==> src/include/hmp_pkg.sv <==
// Package of constants and types for the host mailbox port.
package hmp_pkg;

	// ****************************************************************
	// Register map
	// ****************************************************************
	localparam int          CORE_AW        = 14;
	localparam logic [13:0] MBX_BASE_ADDR  = 14'h3fe0;
	localparam logic [13:0] MBX_LAST_ADDR  = 14'h3fe5;
	localparam int          NUM_DATA_REGS  = 6;
	localparam logic [2:0]  IDX_WR_FLAGS   = 3'h6;
	localparam logic [2:0]  IDX_MIRROR_CTL = 3'h7;

	// ****************************************************************
	// Status fields
	// ****************************************************************
	localparam int         HOST_FLAGS_LSB = 0;
	localparam int         CORE_FLAGS_LSB = 8;
	localparam int         MIRROR_LSB     = 0;
	localparam int         SWRST_BIT      = 6;
	localparam int         OVWR_BIT       = 7;
	localparam logic       OVWR_RESET     = 1'b1;
	localparam logic [5:0] FLAGS_RESET    = 6'h00;

	// ****************************************************************
	// Timing
	// ****************************************************************
	localparam int CLK_PERIOD_PS     = 4000;
	localparam int SWRST_CYCLES      = 5;
	localparam int SYNC_STAGES       = 2;
	localparam int FIFO_DEPTH        = 32;

	// ****************************************************************
	// Types
	// ****************************************************************
	typedef enum logic [1:0] {
		HST_IDLE,
		HST_HOLD,
		HST_ACKED
	} hmp_host_state_e;

	// Index of a core address in the mailbox window with bit 3 set, or zero if outside.
	function automatic logic [3:0] core_index(input logic [13:0] addr);
		core_index = (addr[13:3] == MBX_BASE_ADDR[13:3]) ? {1'b1, addr[2:0]} : 4'h0;
	endfunction : core_index

endpackage : hmp_pkg

==> src/hmp_top.sv <==
// Host mailbox port: host pin interface, shared mailbox registers, status and write FIFO.
`timescale 1ns/100ps

// ********************************************************************
// Write FIFO
// ********************************************************************
module hmp_fifo #(
	parameter int WIDTH = 19,
	parameter int DEPTH = 32
) (
	// Clock and reset
	input  wire logic             i_mclk,
	input  wire logic             i_nrst,
	input  wire logic             i_ce,
	// Fill side
	input  wire logic             i_in_valid,
	input  wire logic [WIDTH-1:0] i_in_data,
	output logic                  o_in_ready,
	// Drain side
	output logic                  o_out_valid,
	output logic [WIDTH-1:0]      o_out_data,
	input  wire logic             i_out_ready
);
	localparam int AW = $clog2(DEPTH);

	logic [WIDTH-1:0] mem [DEPTH];
	logic [AW-1:0]    wr_ptr_reg;
	logic [AW-1:0]    rd_ptr_reg;
	logic [AW:0]      count_reg;
	logic             push;
	logic             pop;

	assign o_in_ready  = (count_reg != (AW+1)'(DEPTH));
	assign o_out_valid = (count_reg != '0);
	assign o_out_data  = mem[rd_ptr_reg];
	assign push        = i_in_valid & o_in_ready;
	assign pop         = o_out_valid & i_out_ready;

	always_ff @(posedge i_mclk) begin
		if (i_ce && push) begin
			mem[wr_ptr_reg] <= i_in_data;
		end
	end

	always_ff @(posedge i_mclk) begin
		if (!i_nrst) begin
			wr_ptr_reg <= '0;
			rd_ptr_reg <= '0;
			count_reg  <= '0;
		end else if (i_ce) begin
			if (push) begin
				wr_ptr_reg <= (wr_ptr_reg == AW'(DEPTH-1)) ? '0 : wr_ptr_reg + 1'b1;
			end
			if (pop) begin
				rd_ptr_reg <= (rd_ptr_reg == AW'(DEPTH-1)) ? '0 : rd_ptr_reg + 1'b1;
			end
			count_reg <= count_reg + (AW+1)'(push) - (AW+1)'(pop);
		end
	end
endmodule : hmp_fifo

// ********************************************************************
// Port top
// ********************************************************************
// Function
// (RULE1) Six mailbox data registers sit at consecutive core addresses from the base.
// (RULE2) Host and core may both read and write every data register.
// (RULE3) Host reads and writes of data registers raise read and write requests.
// (RULE4) Host write sets a low-byte flag, held until the core reads it.
// (RULE5) Core write sets a high-byte flag, cleared when the host reads it.
// (RULE6) Second status low six bits mirror the core-written flags.
// (RULE7) Second status bit 7 is overwrite enable, bit 6 software reset.
// (RULE8) Reserved and software-reset bits read zero; only overwrite bit reads back.
// (RULE9) Reset clears all status bits except overwrite enable, which becomes one.
// (RULE10) Acknowledge comes with the access unless a write is held off.
// (RULE11) No reset alters mailbox data contents.
// (RULE12) During reset no transfers, acknowledge low, data pins released.
// (RULE13) Simultaneous host and core writes to one register: host wins.
// (RULE14) Status seen by either party stays stable for the whole read.
// (RULE15) Host status reads return status one synchronisation step old.
// (RULE16) Host reads status twice and keeps the second result.
// (RULE17) Host status updates after a low-high-low pseudo-clock sequence.
// (RULE18) Core status view follows a change after one full core clock.
// (RULE19) Overwrite off: write to unread register waits for core read.
// (RULE20) Host keeps a held-off access pending until acknowledged.
// (RULE21) Overwrite on: host write replaces data and is acknowledged at once.
// (RULE22) Hosts without acknowledge should keep overwrite enabled.
// (RULE23) Eight-bit host mode uses low byte; upper zeroed on write, released on read.
// (RULE24) Multiplexed mode decodes only the three low captured address bits.
// (RULE25) Single-strobe mode: select high means read, low means write.
// (RULE26) Software reset makes a five-cycle internal reset pulse.
// (RULE27) Host addresses 0-5 pick data registers, 6 and 7 the status registers.
module hmp_top #(
	parameter int FIFO_DEPTH = hmp_pkg::FIFO_DEPTH
) (
	// Clock, reset and enable
	input  wire logic        i_mclk,
	input  wire logic        i_nrst,
	input  wire logic        i_ce,
	// Host pins
	input  wire logic        i_host_sel_n,
	input  wire logic        i_host_rw_select,
	input  wire logic        i_host_write_strobe_n,
	input  wire logic        i_host_size8,
	input  wire logic        i_host_strobe_mode,
	input  wire logic        i_host_mux_mode,
	input  wire logic        i_host_ale_addr2,
	input  wire logic [1:0]  i_host_addr,
	input  wire logic [15:0] i_host_data,
	output logic [15:0]      o_host_data,
	output logic [1:0]       o_host_data_oe,
	output logic             o_host_acknowledge,
	// Core data memory port
	input  wire logic [13:0] i_core_addr,
	input  wire logic        i_core_rd,
	input  wire logic        i_core_wr,
	input  wire logic [15:0] i_core_wdata,
	output logic [15:0]      o_core_rdata,
	// Core requests and reset
	output logic             o_read_irq_req,
	output logic             o_write_irq_req,
	output logic             o_soft_reset
);
	localparam int SW = 25;
	localparam int FW = 19;

	// ****************************************************************
	// Pin synchronisers
	// ****************************************************************
	logic [SW-1:0] sync1_reg;
	logic [SW-1:0] sync2_reg;

	always_ff @(posedge i_mclk) begin
		if (i_ce) begin
			sync1_reg <= {i_host_sel_n, i_host_rw_select, i_host_write_strobe_n, i_host_size8,
				i_host_strobe_mode, i_host_mux_mode, i_host_ale_addr2, i_host_addr,
				i_host_data};
			sync2_reg <= sync1_reg;
		end
	end

	logic        s_sel;
	logic        s_rw;
	logic        s_wrn;
	logic        s_size8;
	logic        s_smode;
	logic        s_mux;
	logic        s_a2ale;
	logic [1:0]  s_addr;
	logic [15:0] s_data;
	logic        h_rd;
	logic        h_wr;
	logic        h_act;

	assign {s_sel, s_rw, s_wrn, s_size8, s_smode, s_mux, s_a2ale, s_addr, s_data} =
		{~sync2_reg[24], sync2_reg[23:0]};
	// Separate strobes use the first pin as active-low read strobe.
	assign h_rd  = s_sel & (s_smode ? (~s_wrn & s_rw) : ~s_rw); // RULE25
	assign h_wr  = s_sel & (s_smode ? (~s_wrn & ~s_rw) : ~s_wrn); // RULE25
	assign h_act = h_rd | h_wr;

	// ****************************************************************
	// Reset generation
	// ****************************************************************
	logic       swrst_req;
	logic [2:0] swrst_cnt_reg;
	logic       in_reset;

	always_ff @(posedge i_mclk) begin
		if (!i_nrst) begin
			swrst_cnt_reg <= '0;
		end else if (i_ce) begin
			if (swrst_req) begin
				swrst_cnt_reg <= 3'(hmp_pkg::SWRST_CYCLES); // RULE26
			end else if (swrst_cnt_reg != '0) begin
				swrst_cnt_reg <= swrst_cnt_reg - 1'b1;
			end
		end
	end

	always_ff @(posedge i_mclk) begin
		if (!i_nrst) begin
			o_soft_reset <= 1'b0;
		end else if (i_ce) begin
			o_soft_reset <= swrst_req | (swrst_cnt_reg > 3'h1);
		end
	end

	assign in_reset = (swrst_cnt_reg != '0);

	// ****************************************************************
	// Host address capture
	// ****************************************************************
	logic [2:0] mux_addr_reg;
	logic [2:0] h_addr;

	always_ff @(posedge i_mclk) begin
		if (!i_nrst) begin
			mux_addr_reg <= '0;
		end else if (i_ce && s_mux && s_a2ale) begin
			mux_addr_reg <= s_data[2:0]; // RULE24
		end
	end

	assign h_addr = s_mux ? mux_addr_reg : {s_a2ale, s_addr}; // RULE27

	// ****************************************************************
	// Mailbox storage and status
	// ****************************************************************
	logic [15:0] mbx [hmp_pkg::NUM_DATA_REGS];
	logic [5:0]  host_flags_reg;
	logic [5:0]  core_flags_reg;
	logic        ovwr_reg;
	logic [5:0]  rd_req_reg;
	logic [5:0]  wr_req_reg;
	logic [15:0] sr6;
	logic [15:0] sr7;

	assign sr6 = {2'h0, core_flags_reg, 2'h0, host_flags_reg};
	assign sr7 = {8'h00, ovwr_reg, 1'b0, core_flags_reg}; // RULE6 RULE7 RULE8

	// Core access decode.
	logic [3:0] cidx;
	logic       c_rd_mbx;
	logic       c_wr_mbx;

	assign cidx     = hmp_pkg::core_index(i_core_addr);
	assign c_rd_mbx = i_core_rd & cidx[3] & (cidx[2:0] < 3'(hmp_pkg::NUM_DATA_REGS)); // RULE1
	assign c_wr_mbx = i_core_wr & cidx[3] & (cidx[2:0] < 3'(hmp_pkg::NUM_DATA_REGS)); // RULE1

	// ****************************************************************
	// Host write FIFO
	// ****************************************************************
	logic          f_in_valid;
	logic [FW-1:0] f_in_data;
	logic          f_in_ready;
	logic          f_out_valid;
	logic [FW-1:0] f_out_data;
	logic          f_out_ready;
	logic          f_apply;
	logic [2:0]    f_idx;

	// A drained host write waits for as long as the core writes the same
	// register, so the host value lands last and wins the collision.
	assign f_idx       = f_out_data[18:16];
	assign f_out_ready = ~(c_wr_mbx && (cidx[2:0] == f_idx)); // RULE13
	assign f_apply     = f_out_valid & f_out_ready;

	hmp_fifo #(
		.WIDTH(FW),
		.DEPTH(FIFO_DEPTH)
	) u_fifo (
		.i_mclk     (i_mclk),
		.i_nrst     (i_nrst),
		.i_ce       (i_ce),
		.i_in_valid (f_in_valid),
		.i_in_data  (f_in_data),
		.o_in_ready (f_in_ready),
		.o_out_valid(f_out_valid),
		.o_out_data (f_out_data),
		.i_out_ready(f_out_ready)
	);

	// Data registers have no reset at all.
	always_ff @(posedge i_mclk) begin
		if (i_ce) begin
			if (c_wr_mbx) begin
				mbx[cidx[2:0]] <= i_core_wdata; // RULE2 RULE11
			end
			if (f_apply && (f_idx < 3'(hmp_pkg::NUM_DATA_REGS))) begin
				mbx[f_idx] <= f_out_data[15:0]; // RULE2 RULE11 RULE21
			end
		end
	end

	// ****************************************************************
	// Host access machine
	// ****************************************************************
	hmp_pkg::hmp_host_state_e hst_reg;
	logic [2:0]  acc_addr_reg;
	logic        acc_wr_reg;
	logic        acc_size8_reg;
	logic [15:0] host_view6_reg;
	logic [15:0] host_view7_reg;
	logic        h_start;
	logic        h_end;
	logic        blocked;
	logic        host_rd_data;

	assign h_start      = (hst_reg == hmp_pkg::HST_IDLE) & h_act & ~in_reset;
	assign h_end        = (hst_reg == hmp_pkg::HST_ACKED) & ~h_act;
	assign blocked      = ~f_in_ready
		| (~ovwr_reg & (h_addr < 3'(hmp_pkg::NUM_DATA_REGS)) & host_flags_reg[h_addr]); // RULE19
	assign host_rd_data = h_start & h_rd & (h_addr < 3'(hmp_pkg::NUM_DATA_REGS));
	assign f_in_valid   = h_end & acc_wr_reg & f_in_ready;
	assign f_in_data    = {acc_addr_reg,
		acc_size8_reg ? {8'h00, s_data[7:0]} : s_data}; // RULE23
	assign swrst_req    = (f_apply & (f_idx == hmp_pkg::IDX_MIRROR_CTL)
		& f_out_data[hmp_pkg::SWRST_BIT])
		| (i_core_wr & cidx[3] & (cidx[2:0] == hmp_pkg::IDX_MIRROR_CTL)
		& i_core_wdata[hmp_pkg::SWRST_BIT]); // RULE26

	always_ff @(posedge i_mclk) begin
		if (!i_nrst || in_reset) begin
			hst_reg            <= hmp_pkg::HST_IDLE; // RULE12
			o_host_acknowledge <= 1'b0; // RULE12
			o_host_data_oe     <= 2'b00; // RULE12
			acc_addr_reg       <= '0;
			acc_wr_reg         <= 1'b0;
			acc_size8_reg      <= 1'b0;
		end else if (i_ce) begin
			case (hst_reg)
				hmp_pkg::HST_IDLE: begin
					if (h_start) begin
						acc_addr_reg  <= h_addr;
						acc_wr_reg    <= h_wr;
						acc_size8_reg <= s_size8;
						if (h_wr && blocked) begin
							hst_reg <= hmp_pkg::HST_HOLD; // RULE19 RULE20
						end else begin
							hst_reg            <= hmp_pkg::HST_ACKED;
							o_host_acknowledge <= 1'b1; // RULE10 RULE21
							o_host_data_oe     <= h_rd ? {~s_size8, 1'b1} : 2'b00; // RULE23
						end
					end
				end
				hmp_pkg::HST_HOLD: begin
					if (!h_act) begin
						hst_reg <= hmp_pkg::HST_IDLE;
					end else if (!blocked) begin
						hst_reg            <= hmp_pkg::HST_ACKED;
						o_host_acknowledge <= 1'b1; // RULE10
					end
				end
				hmp_pkg::HST_ACKED: begin
					if (!h_act) begin
						hst_reg            <= hmp_pkg::HST_IDLE;
						o_host_acknowledge <= 1'b0;
						o_host_data_oe     <= 2'b00;
					end
				end
				default: begin
					hst_reg <= hmp_pkg::HST_IDLE;
				end
			endcase
		end
	end

	// Host read data is latched at the start and held for the whole access.
	always_ff @(posedge i_mclk) begin
		if (!i_nrst) begin
			o_host_data <= '0;
		end else if (i_ce && h_start && h_rd) begin
			case (h_addr)
				hmp_pkg::IDX_WR_FLAGS:   o_host_data <= host_view6_reg; // RULE14 RULE15
				hmp_pkg::IDX_MIRROR_CTL: o_host_data <= host_view7_reg; // RULE14 RULE15
				default:                 o_host_data <= mbx[h_addr];
			endcase
		end
	end

	// Host status view moves only when an access ends, so a status change
	// needs one low-high-low strobe sequence before the host can see it.
	always_ff @(posedge i_mclk) begin
		if (!i_nrst) begin
			host_view6_reg <= '0;
			host_view7_reg <= {8'h00, hmp_pkg::OVWR_RESET, 7'h00};
		end else if (i_ce && (h_end || (hst_reg == hmp_pkg::HST_HOLD && !h_act))) begin
			host_view6_reg <= sr6; // RULE17
			host_view7_reg <= sr7; // RULE17
		end
	end

	// ****************************************************************
	// Status flags and requests
	// ****************************************************************
	logic [5:0] h_wr_set;
	logic [5:0] h_rd_hit;
	logic [5:0] c_rd_hit;
	logic [5:0] c_wr_hit;

	always_comb begin
		h_wr_set = '0;
		h_rd_hit = '0;
		c_rd_hit = '0;
		c_wr_hit = '0;
		if (f_apply && (f_idx < 3'(hmp_pkg::NUM_DATA_REGS))) begin
			h_wr_set[f_idx] = 1'b1;
		end
		if (host_rd_data) begin
			h_rd_hit[h_addr] = 1'b1;
		end
		if (c_rd_mbx) begin
			c_rd_hit[cidx[2:0]] = 1'b1;
		end
		if (c_wr_mbx) begin
			c_wr_hit[cidx[2:0]] = 1'b1;
		end
	end

	// Setting wins over a clear that lands in the same cycle.
	always_ff @(posedge i_mclk) begin
		if (!i_nrst || in_reset) begin
			host_flags_reg <= hmp_pkg::FLAGS_RESET; // RULE9
			core_flags_reg <= hmp_pkg::FLAGS_RESET; // RULE9
			rd_req_reg     <= '0;
			wr_req_reg     <= '0;
		end else if (i_ce) begin
			host_flags_reg <= (host_flags_reg & ~c_rd_hit) | h_wr_set; // RULE4
			core_flags_reg <= (core_flags_reg & ~h_rd_hit) | c_wr_hit; // RULE5
			wr_req_reg     <= (wr_req_reg & ~c_rd_hit) | h_wr_set; // RULE3
			rd_req_reg     <= (rd_req_reg & ~c_wr_hit) | h_rd_hit; // RULE3
		end
	end

	always_ff @(posedge i_mclk) begin
		if (!i_nrst || in_reset) begin
			ovwr_reg <= hmp_pkg::OVWR_RESET; // RULE9
		end else if (i_ce) begin
			if (f_apply && (f_idx == hmp_pkg::IDX_MIRROR_CTL)) begin
				ovwr_reg <= f_out_data[hmp_pkg::OVWR_BIT]; // RULE7
			end else if (i_core_wr && cidx[3] && (cidx[2:0] == hmp_pkg::IDX_MIRROR_CTL)) begin
				ovwr_reg <= i_core_wdata[hmp_pkg::OVWR_BIT]; // RULE7
			end
		end
	end

	always_ff @(posedge i_mclk) begin
		if (!i_nrst) begin
			o_read_irq_req  <= 1'b0;
			o_write_irq_req <= 1'b0;
		end else if (i_ce) begin
			o_read_irq_req  <= |rd_req_reg; // RULE3
			o_write_irq_req <= |wr_req_reg; // RULE3
		end
	end

	// ****************************************************************
	// Core read path
	// ****************************************************************
	logic [15:0] core_view6_reg;
	logic [15:0] core_view7_reg;

	// The core sees status one full clock after a change; the copy also
	// keeps the value steady during the core's own read cycle.
	always_ff @(posedge i_mclk) begin
		if (!i_nrst) begin
			core_view6_reg <= '0;
			core_view7_reg <= {8'h00, hmp_pkg::OVWR_RESET, 7'h00};
		end else if (i_ce) begin
			core_view6_reg <= sr6; // RULE18
			core_view7_reg <= sr7; // RULE18
		end
	end

	always_ff @(posedge i_mclk) begin
		if (!i_nrst) begin
			o_core_rdata <= '0;
		end else if (i_ce && i_core_rd) begin
			if (!cidx[3]) begin
				o_core_rdata <= '0;
			end else begin
				case (cidx[2:0])
					hmp_pkg::IDX_WR_FLAGS:   o_core_rdata <= core_view6_reg; // RULE14
					hmp_pkg::IDX_MIRROR_CTL: o_core_rdata <= core_view7_reg; // RULE8
					default:                 o_core_rdata <= mbx[cidx[2:0]];
				endcase
			end
		end
	end

endmodule : hmp_top

==> config.mk <==
export PLATFORM = sky130hd
export DESIGN_NAME = hmp_top
export DESIGN_NICKNAME = d
export VERILOG_FILES = /design/src/include/hmp_pkg.sv /design/src/hmp_top.sv
export SDC_FILE = /design/constraint.sdc
export NUM_CORES = 1
export LEC_CHECK = 0
export BUFFER_PORTS_ARGS = -buffer_cell sky130_fd_sc_hd__buf_2
export CAP_MARGIN = 0
export CORE_ASPECT_RATIO = 1.1
export CORE_MARGIN = 2
export CORE_UTILIZATION = 40
export CTS_BUF_LIST = sky130_fd_sc_hd__clkbuf_8
export DETAILED_ROUTE_END_ITERATION = 16
export GPL_TIMING_DRIVEN = 0
export PLACE_DENSITY = 0.55
export SYNTH_ARGS = -nofsm -noshare
export SYNTH_HDL_FRONTEND = slang
export SYNTH_SLANG_ARGS = --single-unit
==> constraint.sdc <==
create_clock -name i_mclk -period 6 [get_ports i_mclk]
set_input_delay 0.6 -clock i_mclk [delete_from_list [all_inputs] [get_ports i_mclk]]
set_output_delay 0.6 -clock i_mclk [all_outputs]
set_load 0.005 [all_outputs]
Yosys cells after proc, flatten, opt, wreduce, memory -nomap -nowiden
Memories as Yosys holds them, arrays and structs flattened. A register that Yosys moved wholly into a read port is not among the register bits.
Cells that the tools add are included.

operators by class
  add/subtract/negate cells = 5
  order comparisons = 10
  equal/unequal tests = 18
  mux-type cells = 52
  bitwise gates (word level) = 47
  reduce and logical (&&, ||, !) cells = 38

operator list
  kind                                                               count
  case mux 16 bit (2 select lines)                                   2
  two-way mux 16 bit                                                 2
  AND 6 bit                                                          4
  two-way mux 6 bit                                                  4
  OR 6 bit                                                           4
  AND 1 bit                                                          23
  two-way mux 1 bit                                                  21
  two-way mux 5 bit                                                  4
  NOT 6 bit                                                          3
  logical AND 1 bit                                                  17
  two-way mux 2 bit                                                  8
  == test 3 bit, second input constant                               5
  < comparator 3 x 4 -> 1 bit, second input constant                 3
  OR reduction 6 bit                                                 2
  == test 11 bit, second input constant                              1
  adder 5 x 1 -> 5 bit, second input constant                        2
  == test 5 bit, second input constant                               2
  inequality test 2 bit, second input constant                       5
  demux 1 bit (select 3 bit)                                         3
  greater-or-equal comparator 3 x 1 -> 1 bit, second input constant  3
  < comparator 3 bit, second input constant                          3
  two-way mux 3 bit                                                  3
  NOT 1 bit                                                          9
  AND reduction 2 bit                                                4
  other kinds (25)                                                   33

word-level totals
  bits in registers = 180
  RAM bits = 704
  input port bits = 60
  output and inout port bits = 38
  memories = 2

memory list
  memory      depth  width  read ports  clocked after memory_dff  write ports  RTL line        source
  u_fifo.mem  32     19     1           1                         1            hmp_top.sv:26   logic [WIDTH-1:0] mem [DEPTH];
  mbx         6      16     2           0                         2            hmp_top.sv:210  logic [15:0] mbx [hmp_pkg::NUM_DATA_REGS];

Logic depth before layout (Yosys ltp)
Gate-level depths: netlist of the first run.

  word-level depth = 13
  gate-level depth with buffers = 21
  mapped depth without buffers = 17

Hierarchy
Synthesis of the first run repeated with hierarchy kept, for this count alone.

second synthesis, totals
  cell total of the unflattened synthesis = 2269
  area total of the unflattened synthesis = 36301.1 um^2

by module, submodules not included
  module    instances  cells an instance  area an instance (um^2)  seq. area each (um^2)
  hmp_fifo  1          1251               24400.9                  18677.9
  hmp_top   1          1018               11900.2                  6426.2

Worst setup path after synthesis of the first run
OpenSTA, ideal clock, no wires.

  path type = input port to flip-flop
  start = input port i_core_addr[3]
  end = register u_fifo.count_reg[4]
  setup time = 128 ps
  arrival time = 3660 ps
  required time = 5872 ps
  setup slack = 2213 ps
  stages on the path = 19
  path buffers = 2
  cells stage by stage = nand4bb_1 nor3_1 and2_1 clkbuf_1 nand2_1 mux2i_1 o211a_1 buf_6 a21oi_1 ha_1 inv_1 ha_1 fa_1 a21oi_1 nor2_1 nor2_1 xnor2_1 mux2i_1 nor2_1

between the ends
  longest elaborated chain between the ends = 8

RTL lines
  item                                             RTL line        source
  start: declaration                               hmp_top.sv:114  input wire logic [13:0] i_core_addr,
  == test 11 bit (*)                               hmp_pkg.sv:44   core_index = (addr[13:3] == MBX_BASE_ADDR[13:3]) ? {1'b1, addr[2:0]} : 4'h0;
  two-way mux 4 bit (*)                            hmp_pkg.sv:44
  < comparator 3 bit or AND 1 bit (tied branches)  hmp_top.sv:229  assign c_wr_mbx = i_core_wr & cidx[3] & (cidx[2:0] < 3'(hmp_pkg::NUM_DATA_REGS));
  AND 1 bit                                        hmp_top.sv:229
  logical AND 1 bit (*)                            hmp_top.sv:246  assign f_out_ready = ~(c_wr_mbx && (cidx[2:0] == f_idx));
  NOT 1 bit (*)                                    hmp_top.sv:246
  AND 1 bit (*)                                    hmp_top.sv:37   assign pop = o_out_valid & i_out_ready;
  subtractor 6 x 1 -> 6 bit (*)                    hmp_top.sv:57   count_reg <= count_reg + (AW+1)'(push) - (AW+1)'(pop);
  end signal: assignment                           hmp_top.sv:57
  end: declaration                                 hmp_top.sv:29   logic [AW:0] count_reg;

Every way passes the cells marked *; elsewhere a longest branch is shown, timed or not.
A chain may end at the register's enable or synchronous reset.

==> impl_metrics.py, run 1 <==
metrics = {
    "synth": {
        "yosys.area.top_type_share": 0.6202,
        "netlist_top_cells_count": "754 x edfxtp_1, 187 x nand2_1, 164 x mux4_2, 147 x nor2_1, 123 x dfxtp_1",
        "synth_edf_count": 754,
        "syn_area_sq_um": 36510,
        "synth_cell_types": 71,
        "synth_fp_nets": 2280,
        "ys.flop_type": "edfxtp_1",
        "synthMostInstantiatedCell": "edfxtp_1",
        "ys_seq_elements": 877,
        "synth.area.top_cells": "edfxtp_1 62%, mux4_2 10%, dfxtp_1 6.7%",
        "avgSynthCellArea_sq_um": 16.59,
        "yosysSeqAreaShare": 0.6877,
        "syn_inst": 2200,
        "synth_warnings": 0,
        "async_flop_share": 0,
        "yosysTopAreaCell": "edfxtp_1",
    },
    "worst_setup_path": {
        "path_class": "register to register",
        "critPathBufInv": 4,
        "cp_cell_sequence": "buf_6 -> nor2b_1 -> buf_2 -> a22oi_1 -> a21oi_1 -> nor4_4 -> xor2_1 -> o211a_1 -> buf_6 -> nor4_4 -> buf_6 -> nand2b_1",
        "worst_path_most_repeated_cell": "buf_6",
        "cp.required_ns": 6.42,
        "path_max_fanout": 16,
        "critPathLaunchType": "register",
        "cp_slowest_cell": "nand2b_1",
        "endpoint_kind": "register",
        "crit_family": "simple AND/OR/NAND/NOR gates",
        "crit_arrival_ns": 5.00,
        "cpPeakStageDelay_ns": 1.01,
    },
    "clock_network": {
        "cts_inserted_buffers": 150,
        "post_cts_buffers": 0,
        "root_buffer": "clkbuf_8",
        "clkTransAtPathRegs_ns": 0.06,
        "cts_tree": "yes",
        "clkSinkCount": 877,
        "cts_max_level": 4,
        "cts_buffer_depth": 3,
        "clock_latency_ns": 0.83,
    },
    "final_layout": {
        "fin_area_sq_um": 41920,
        "drive_above_1_share": 0.2630,
        "largest_register_ffs": 608,
        "area_growth_pct": 14.83,
        "top_regs": "u_fifo.mem (608), mbx (96)",
        "top_register": "u_fifo.mem",
        "fin_cells": 3782,
        "nets": 2570,
    },
    "sta": {
        "holdWs_ns": 0.1469,
        "rsz0062_at_grt": "no",
        "tightest_slew_ns": 1.299,
        "drv_slew": 0,
        "setup_ws_ns": 1.420,
        "skew_ns": 0.03519,
        "hold_violations": 0,
        "setup_viol": 0,
        "period_share": 0.7634,
        "period_minus_slack_ns": 4.580,
        "slew_headroom": 0.1337,
        "max_freq_mhz": 218.3,
    },
    "detailed_routing": {
        "drtAntennaViolNets": 0,
        "firstDrtPassIters": 6,
        "route.vias.total": 21600,
        "wl_per_cell_um": 28.73,
        "viasPerCell": 5.712,
        "finalWirelength_um": 108700,
        "drc": 0,
        "drtIter0Drc": 1790,
    },
    "placed_design": {
        "hpwl_um": 72740,
        "portBuffers": 97,
        "place_ws_ns": 0.9680,
        "placed_cells": 3493,
        "place.gp.congestion": 0.9582,
        "place_area_sq_um": 38980,
    },
    "global_routing": {
        "grt_pass1_vias": 22290,
        "grt_max_degree": 56,
        "grt.overflow.total": 0,
        "gr-usage-all-layers": 0.2332,
        "antenna_found_initial": 5,
        "grt_pass1_wl_um": 155300,
    },
    "pwr": {
        "switchingPower_mw": 4.101,
        "pwr-share-seq": 0.486,
        "total_power_mw": 14.52,
        "ir_drop_mv": 0.2172,
        "switching_share": 0.2825,
        "p_leak_nw": 13.99,
        "powerDensity_nw_per_um2": 346.3,
        "clockPowerShare": 0.340,
        "comb_power_share": 0.174,
        "p_int_mw": 10.42,
    },
    "flow_run": {
        "maxCapViolCount": 0,
    },
    "min_path": {
        "hold_path_class": "input pin to register",
    },
    "die": {
        "die_w_um": 292.0,
        "initial_core_util": 0.4024,
        "io_pins": 98,
        "num_rows": 116,
        "dieArea_sq_um": 93700,
        "core_sq_um": 90710,
        "fp.dieH_um": 320.8,
    },
    "run_status": {
        "outcome": "finished, final reports clean",
    },
}
[layout make-up]
| type | instances | area [sq um] |
|---|---|---|
| Buffer | 122 | 638.1 |
| Multi-Input combinational cell | 1181 | 10940 |
| Fill cell | 7970 | 48790 |
| Tap cell | 1180 | 1476 |
| Inverter | 20 | 75.07 |
| Clock inverter | 105 | 514.2 |
| Sequential cell | 877 | 25100 |
| Timing Repair Buffer | 138 | 991.0 |
| Antenna cell | 1 | 2.502 |
| Clock buffer | 158 | 2175 |
[power groups by stage]
stage                     Combinational [mW]  Sequential, mW  Clock [mW]
after detailed placement                2.52            7.18           0
after global routing                    2.71            7.08        5.31
after global placement                  2.46            7.17           0
final                                   2.52            7.06        4.94
after CTS                               2.55            7.06        5.06
after floorplan                         1.72            7.09           0
[stage by stage]
step | utilization | TNS, ns
after floorplan | - | 0
after global placement | 0.4241 | -491.27
after detailed placement | 0.4297 | 0
after CTS | 0.4621 | 0
after global routing | 0.4621 | 0
final | 0.4621 | 0
[what timing repair did]
| action | in CTS | in global routing |
|---|---|---|
| hold buffers | 25 | 0 |
| resized for setup | 0 | 0 |
| endpoints found under the hold margin | 25 | 0 |
[worst paths after layout]
check                               from                endpoint  slack, ns  depth (start not counted)
setup / recovery                register    mbx[4][14]$_DFFE_PP_       1.42                         12
hold / removal           i_core_wdata[1]     mbx[4][1]$_DFFE_PP_       0.15                          2
setup reg to reg                register    mbx[4][14]$_DFFE_PP_       1.42                         12
hold reg to reg   sync1_reg[1]$_DFFE_PP_  sync2_reg[1]$_DFFE_PP_       0.41                          0
[layout by cell type (no fill, tap or decap), drive strengths merged, types with 4 or more instances in the layout]
cell type and count:
inv 87, a22oi 24, and3 13, buf 175
o41ai 6, a311oi 13, nand4 11, clkinvlp 7
nor2 151, clkinv 30, o21ai 47, dlygate4sd3 25
mux4 164, nand2b 9, o211ai 4, nor4 10
o22ai 11, a211oi 18, o221ai 8, mux2 115
a221oi 7, ha 19, a31oi 22, a21oi 83
nor3 11, clkbuf 218, o2111ai 12, o31ai 4
dfxtp 123, nor2b 18, xnor2 5, a32oi 10
and2 4, edfxtp 754, mux2i 100, nand3b 4
nand3 53, nand2 188
[cells by family (layout without fill, tap and decap cells)]
logic type      count (synthesis)  count (layout)  share of synthesized area
compound gates                285             285                    0.05312
xor+xnor                        7               7                   0.001679
fa+ha+maj                      21              21                   0.007335
buf+inv                       142             543                    0.01954
flops                         877             877                     0.6877
mux                           379             379                     0.1688
other cells                     0               1                          0
simple gates                  489             489                    0.06186
[per-layer routing]
layer / GRT usage / routed length, um
met5: 0 / 34
met4: 0.1036 / 4591
met3: 0.05079 / 6951
met2: 0.3966 / 54120
met1: 0.2861 / 42980
Power figures use the tool's default switching activity.
==> run 2, diff against run 1 <==
--- a/config.mk
+++ b/config.mk
@@ -13,7 +13,7 @@
 export CTS_BUF_LIST = sky130_fd_sc_hd__clkbuf_8
 export DETAILED_ROUTE_END_ITERATION = 16
 export GPL_TIMING_DRIVEN = 0
-export PLACE_DENSITY = 0.55
+export PLACE_DENSITY = 0.57
 export SYNTH_ARGS = -nofsm -noshare
 export SYNTH_HDL_FRONTEND = slang
 export SYNTH_SLANG_ARGS = --single-unit
==> constraint.sdc (replaced) <==
create_clock -name i_mclk -period 3.9 [get_ports i_mclk]
set_input_delay 0.39 -clock i_mclk [delete_from_list [all_inputs] [get_ports i_mclk]]
set_output_delay 0.39 -clock i_mclk [all_outputs]
set_load 0.005 [all_outputs]
==> impl_metrics.py, run 2 (synthesized netlist as in run 1, its figures left out) <==
metrics = {
    "detailed_routing": {
        "route.vias.total": 21620,
        "firstDrtPassIters": 6,
        "viasPerCell": 5.662,
        "top_layer": "met5",
        "met1Wirelength_um": 42450,
        "met2_length_um": 52320,
        "drtIter0Drc": 1771,
        "route.met3.wl_um": 6526,
        "wl_per_cell_um": 27.62,
        "finalWirelength_um": 105500,
        "drtAntennaViolNets": 0,
        "drc": 0,
    },
    "sta": {
        "period_minus_slack_ns": 3.798,
        "setup_viol": 0,
        "tightest_slew_ns": 1.260,
        "rsz0062_at_grt": "yes",
        "slew_headroom": 0.1601,
        "drv_slew": 0,
        "period_share": 0.9739,
        "setup_tns_ns": 0,
        "hold_violations": 0,
        "max_freq_mhz": 263.3,
        "skew_ns": 0.05348,
    },
    "clock_network": {
        "clock_latency_ns": 0.85,
        "clkTransAtPathRegs_ns": 0.07,
        "root_buffer": "clkbuf_8",
        "cts_tree": "yes",
        "cts_buffer_depth": 3,
        "cts_max_level": 4,
        "clkSinkCount": 877,
        "cts_inserted_buffers": 150,
    },
    "die": {
        "io_pins": 98,
        "fp.dieH_um": 320.8,
        "die_w_um": 292.0,
        "core_sq_um": 90710,
        "dieArea_sq_um": 93700,
        "initial_core_util": 0.4024,
        "num_rows": 116,
    },
    "global_routing": {
        "grt.overflow.total": 0,
        "antenna_found_initial": 5,
        "gr-usage-all-layers": 0.2260,
        "grt_pass1_wl_um": 151600,
        "grt_max_degree": 56,
        "grt_pass1_vias": 22210,
    },
    "placed_design": {
        "place_area_sq_um": 38930,
        "portBuffers": 97,
        "place.gp.congestion": 0.9862,
        "placed_cells": 3492,
        "hpwl_um": 70830,
    },
    "pwr": {
        "powerDensity_nw_per_um2": 536.2,
        "ir_drop_mv": 0.3319,
        "total_power_mw": 22.78,
        "p_leak_nw": 14.18,
    },
    "final_layout": {
        "nets": 2600,
        "area_growth_pct": 16.38,
        "drive_above_1_share": 0.2794,
        "fin_area_sq_um": 42490,
        "post-route-util": 0.4684,
        "fin_cells": 3819,
        "top_register": "u_fifo.mem",
        "final_common_cell": "edfxtp_1",
        "largest_register_ffs": 608,
        "final_cell_mix": "754 x edfxtp_1, 182 x nand2_1, 164 x mux4_2",
        "top_regs": "u_fifo.mem (608), mbx (96)",
    },
    "flow_run": {
        "maxCapViolCount": 0,
    },
    "run_status": {
        "outcome": "finished, final reports clean",
    },
    "worst_setup_path": {
        "path_class": "input pin to register",
        "endpoint_kind": "register",
        "critPathLaunchType": "input pin",
        "crit_arrival_ns": 4.48,
        "cp.required_ns": 4.58,
        "path_max_fanout": 10,
    },
    "min_path": {
        "hold_path_class": "input pin to register",
    },
}
==> run 2: changes by cell type in the layout (fill, tap and decap cells not counted), sizes merged <==
cell / previous run / this run
clkinv: 30 / 44
clkinvlp: 7 / 3
diode: 1 / 5
clkbuf: 218 / 219
bufinv: 1 / 5
buf: 175 / 186
dlygate4sd3: 25 / 42
inv: 87 / 77
==> run 2: final timing paths <==
path                                                          to  cells after the start               startpoint  slack (ns)
worst max-delay path            u_fifo.count_reg[4]$_SDFFE_PN0P_                     20           i_core_addr[3]        0.10
worst min register to register           sync2_reg[24]$_DFFE_PP_                      0  sync1_reg[24]$_DFFE_PP_        0.41
worst max register to register  u_fifo.count_reg[4]$_SDFFE_PN0P_                     21                 register        0.12
worst min-delay path                       ovwr_reg$_SDFFE_PP1P_                      5                i_core_wr        0.13
==> run 2: final cells by class <==
type	instances	area [sq um]
fillers	7801	48230
flip-flops and latches	877	25110
multi-input cells	1181	11080
clock buffers	157	2161
well taps	1180	1476
repair buffers	168	1261
plain buffers	122	669.4
clock inverters	109	643.1
inverters	20	75.07
diodes	5	12.51
==> run 2: critical path: stages <==
cell       delay [ns]
buf_2            0.10
nand4bb_1        0.32
nor3_1           0.74
and2_1           0.22
clkbuf_1         0.46
nand2_1          0.19
mux2i_4          0.21
o211a_1          0.21
buf_8            0.13
a21oi_1          0.05
ha_1             0.28
inv_1            0.04
ha_2             0.18
fa_2             0.36
a21oi_2          0.13
nor2_1           0.05
nor2_1           0.14
xnor2_1          0.09
mux2i_1          0.13
nor2_1           0.06
==> run 2: power by group <==
part / internal (mW) / switching, mW
Clock: 4.08 / 3.79
Sequential: 10.6 / 0.287
Combinational: 1.74 / 2.30
==> run 2: layer usage <==
metal | vias up | track usage
met3 | 228 | 0.04263
met5 | - | 0
met4 | 6 | 0.09794
met1 | 11090 | 0.2846
li1 | 9407 | -
met2 | 894 | 0.3821
==> run 2: stage by stage <==
stage	hold slack, ns	worst slack [ns]
finish	0.1308	0.1017
detailed placement	0.4045	-0.8975
global placement	0.4015	-2.757
global route	0.1515	-0.06483
floorplan	0.4003	0.3227
CTS	0.05010	0.01998
==> run 2: what timing repair did <==
item | 4_1_cts | 5_1_grt
hold buffers | 42 | 0
hold endpoints to repair | 119 | 0
pin swaps | 4 | 15
endpoints found under the setup margin | 100 | 48
setup buffers | 8 | 6
resized for setup | 34 | 15
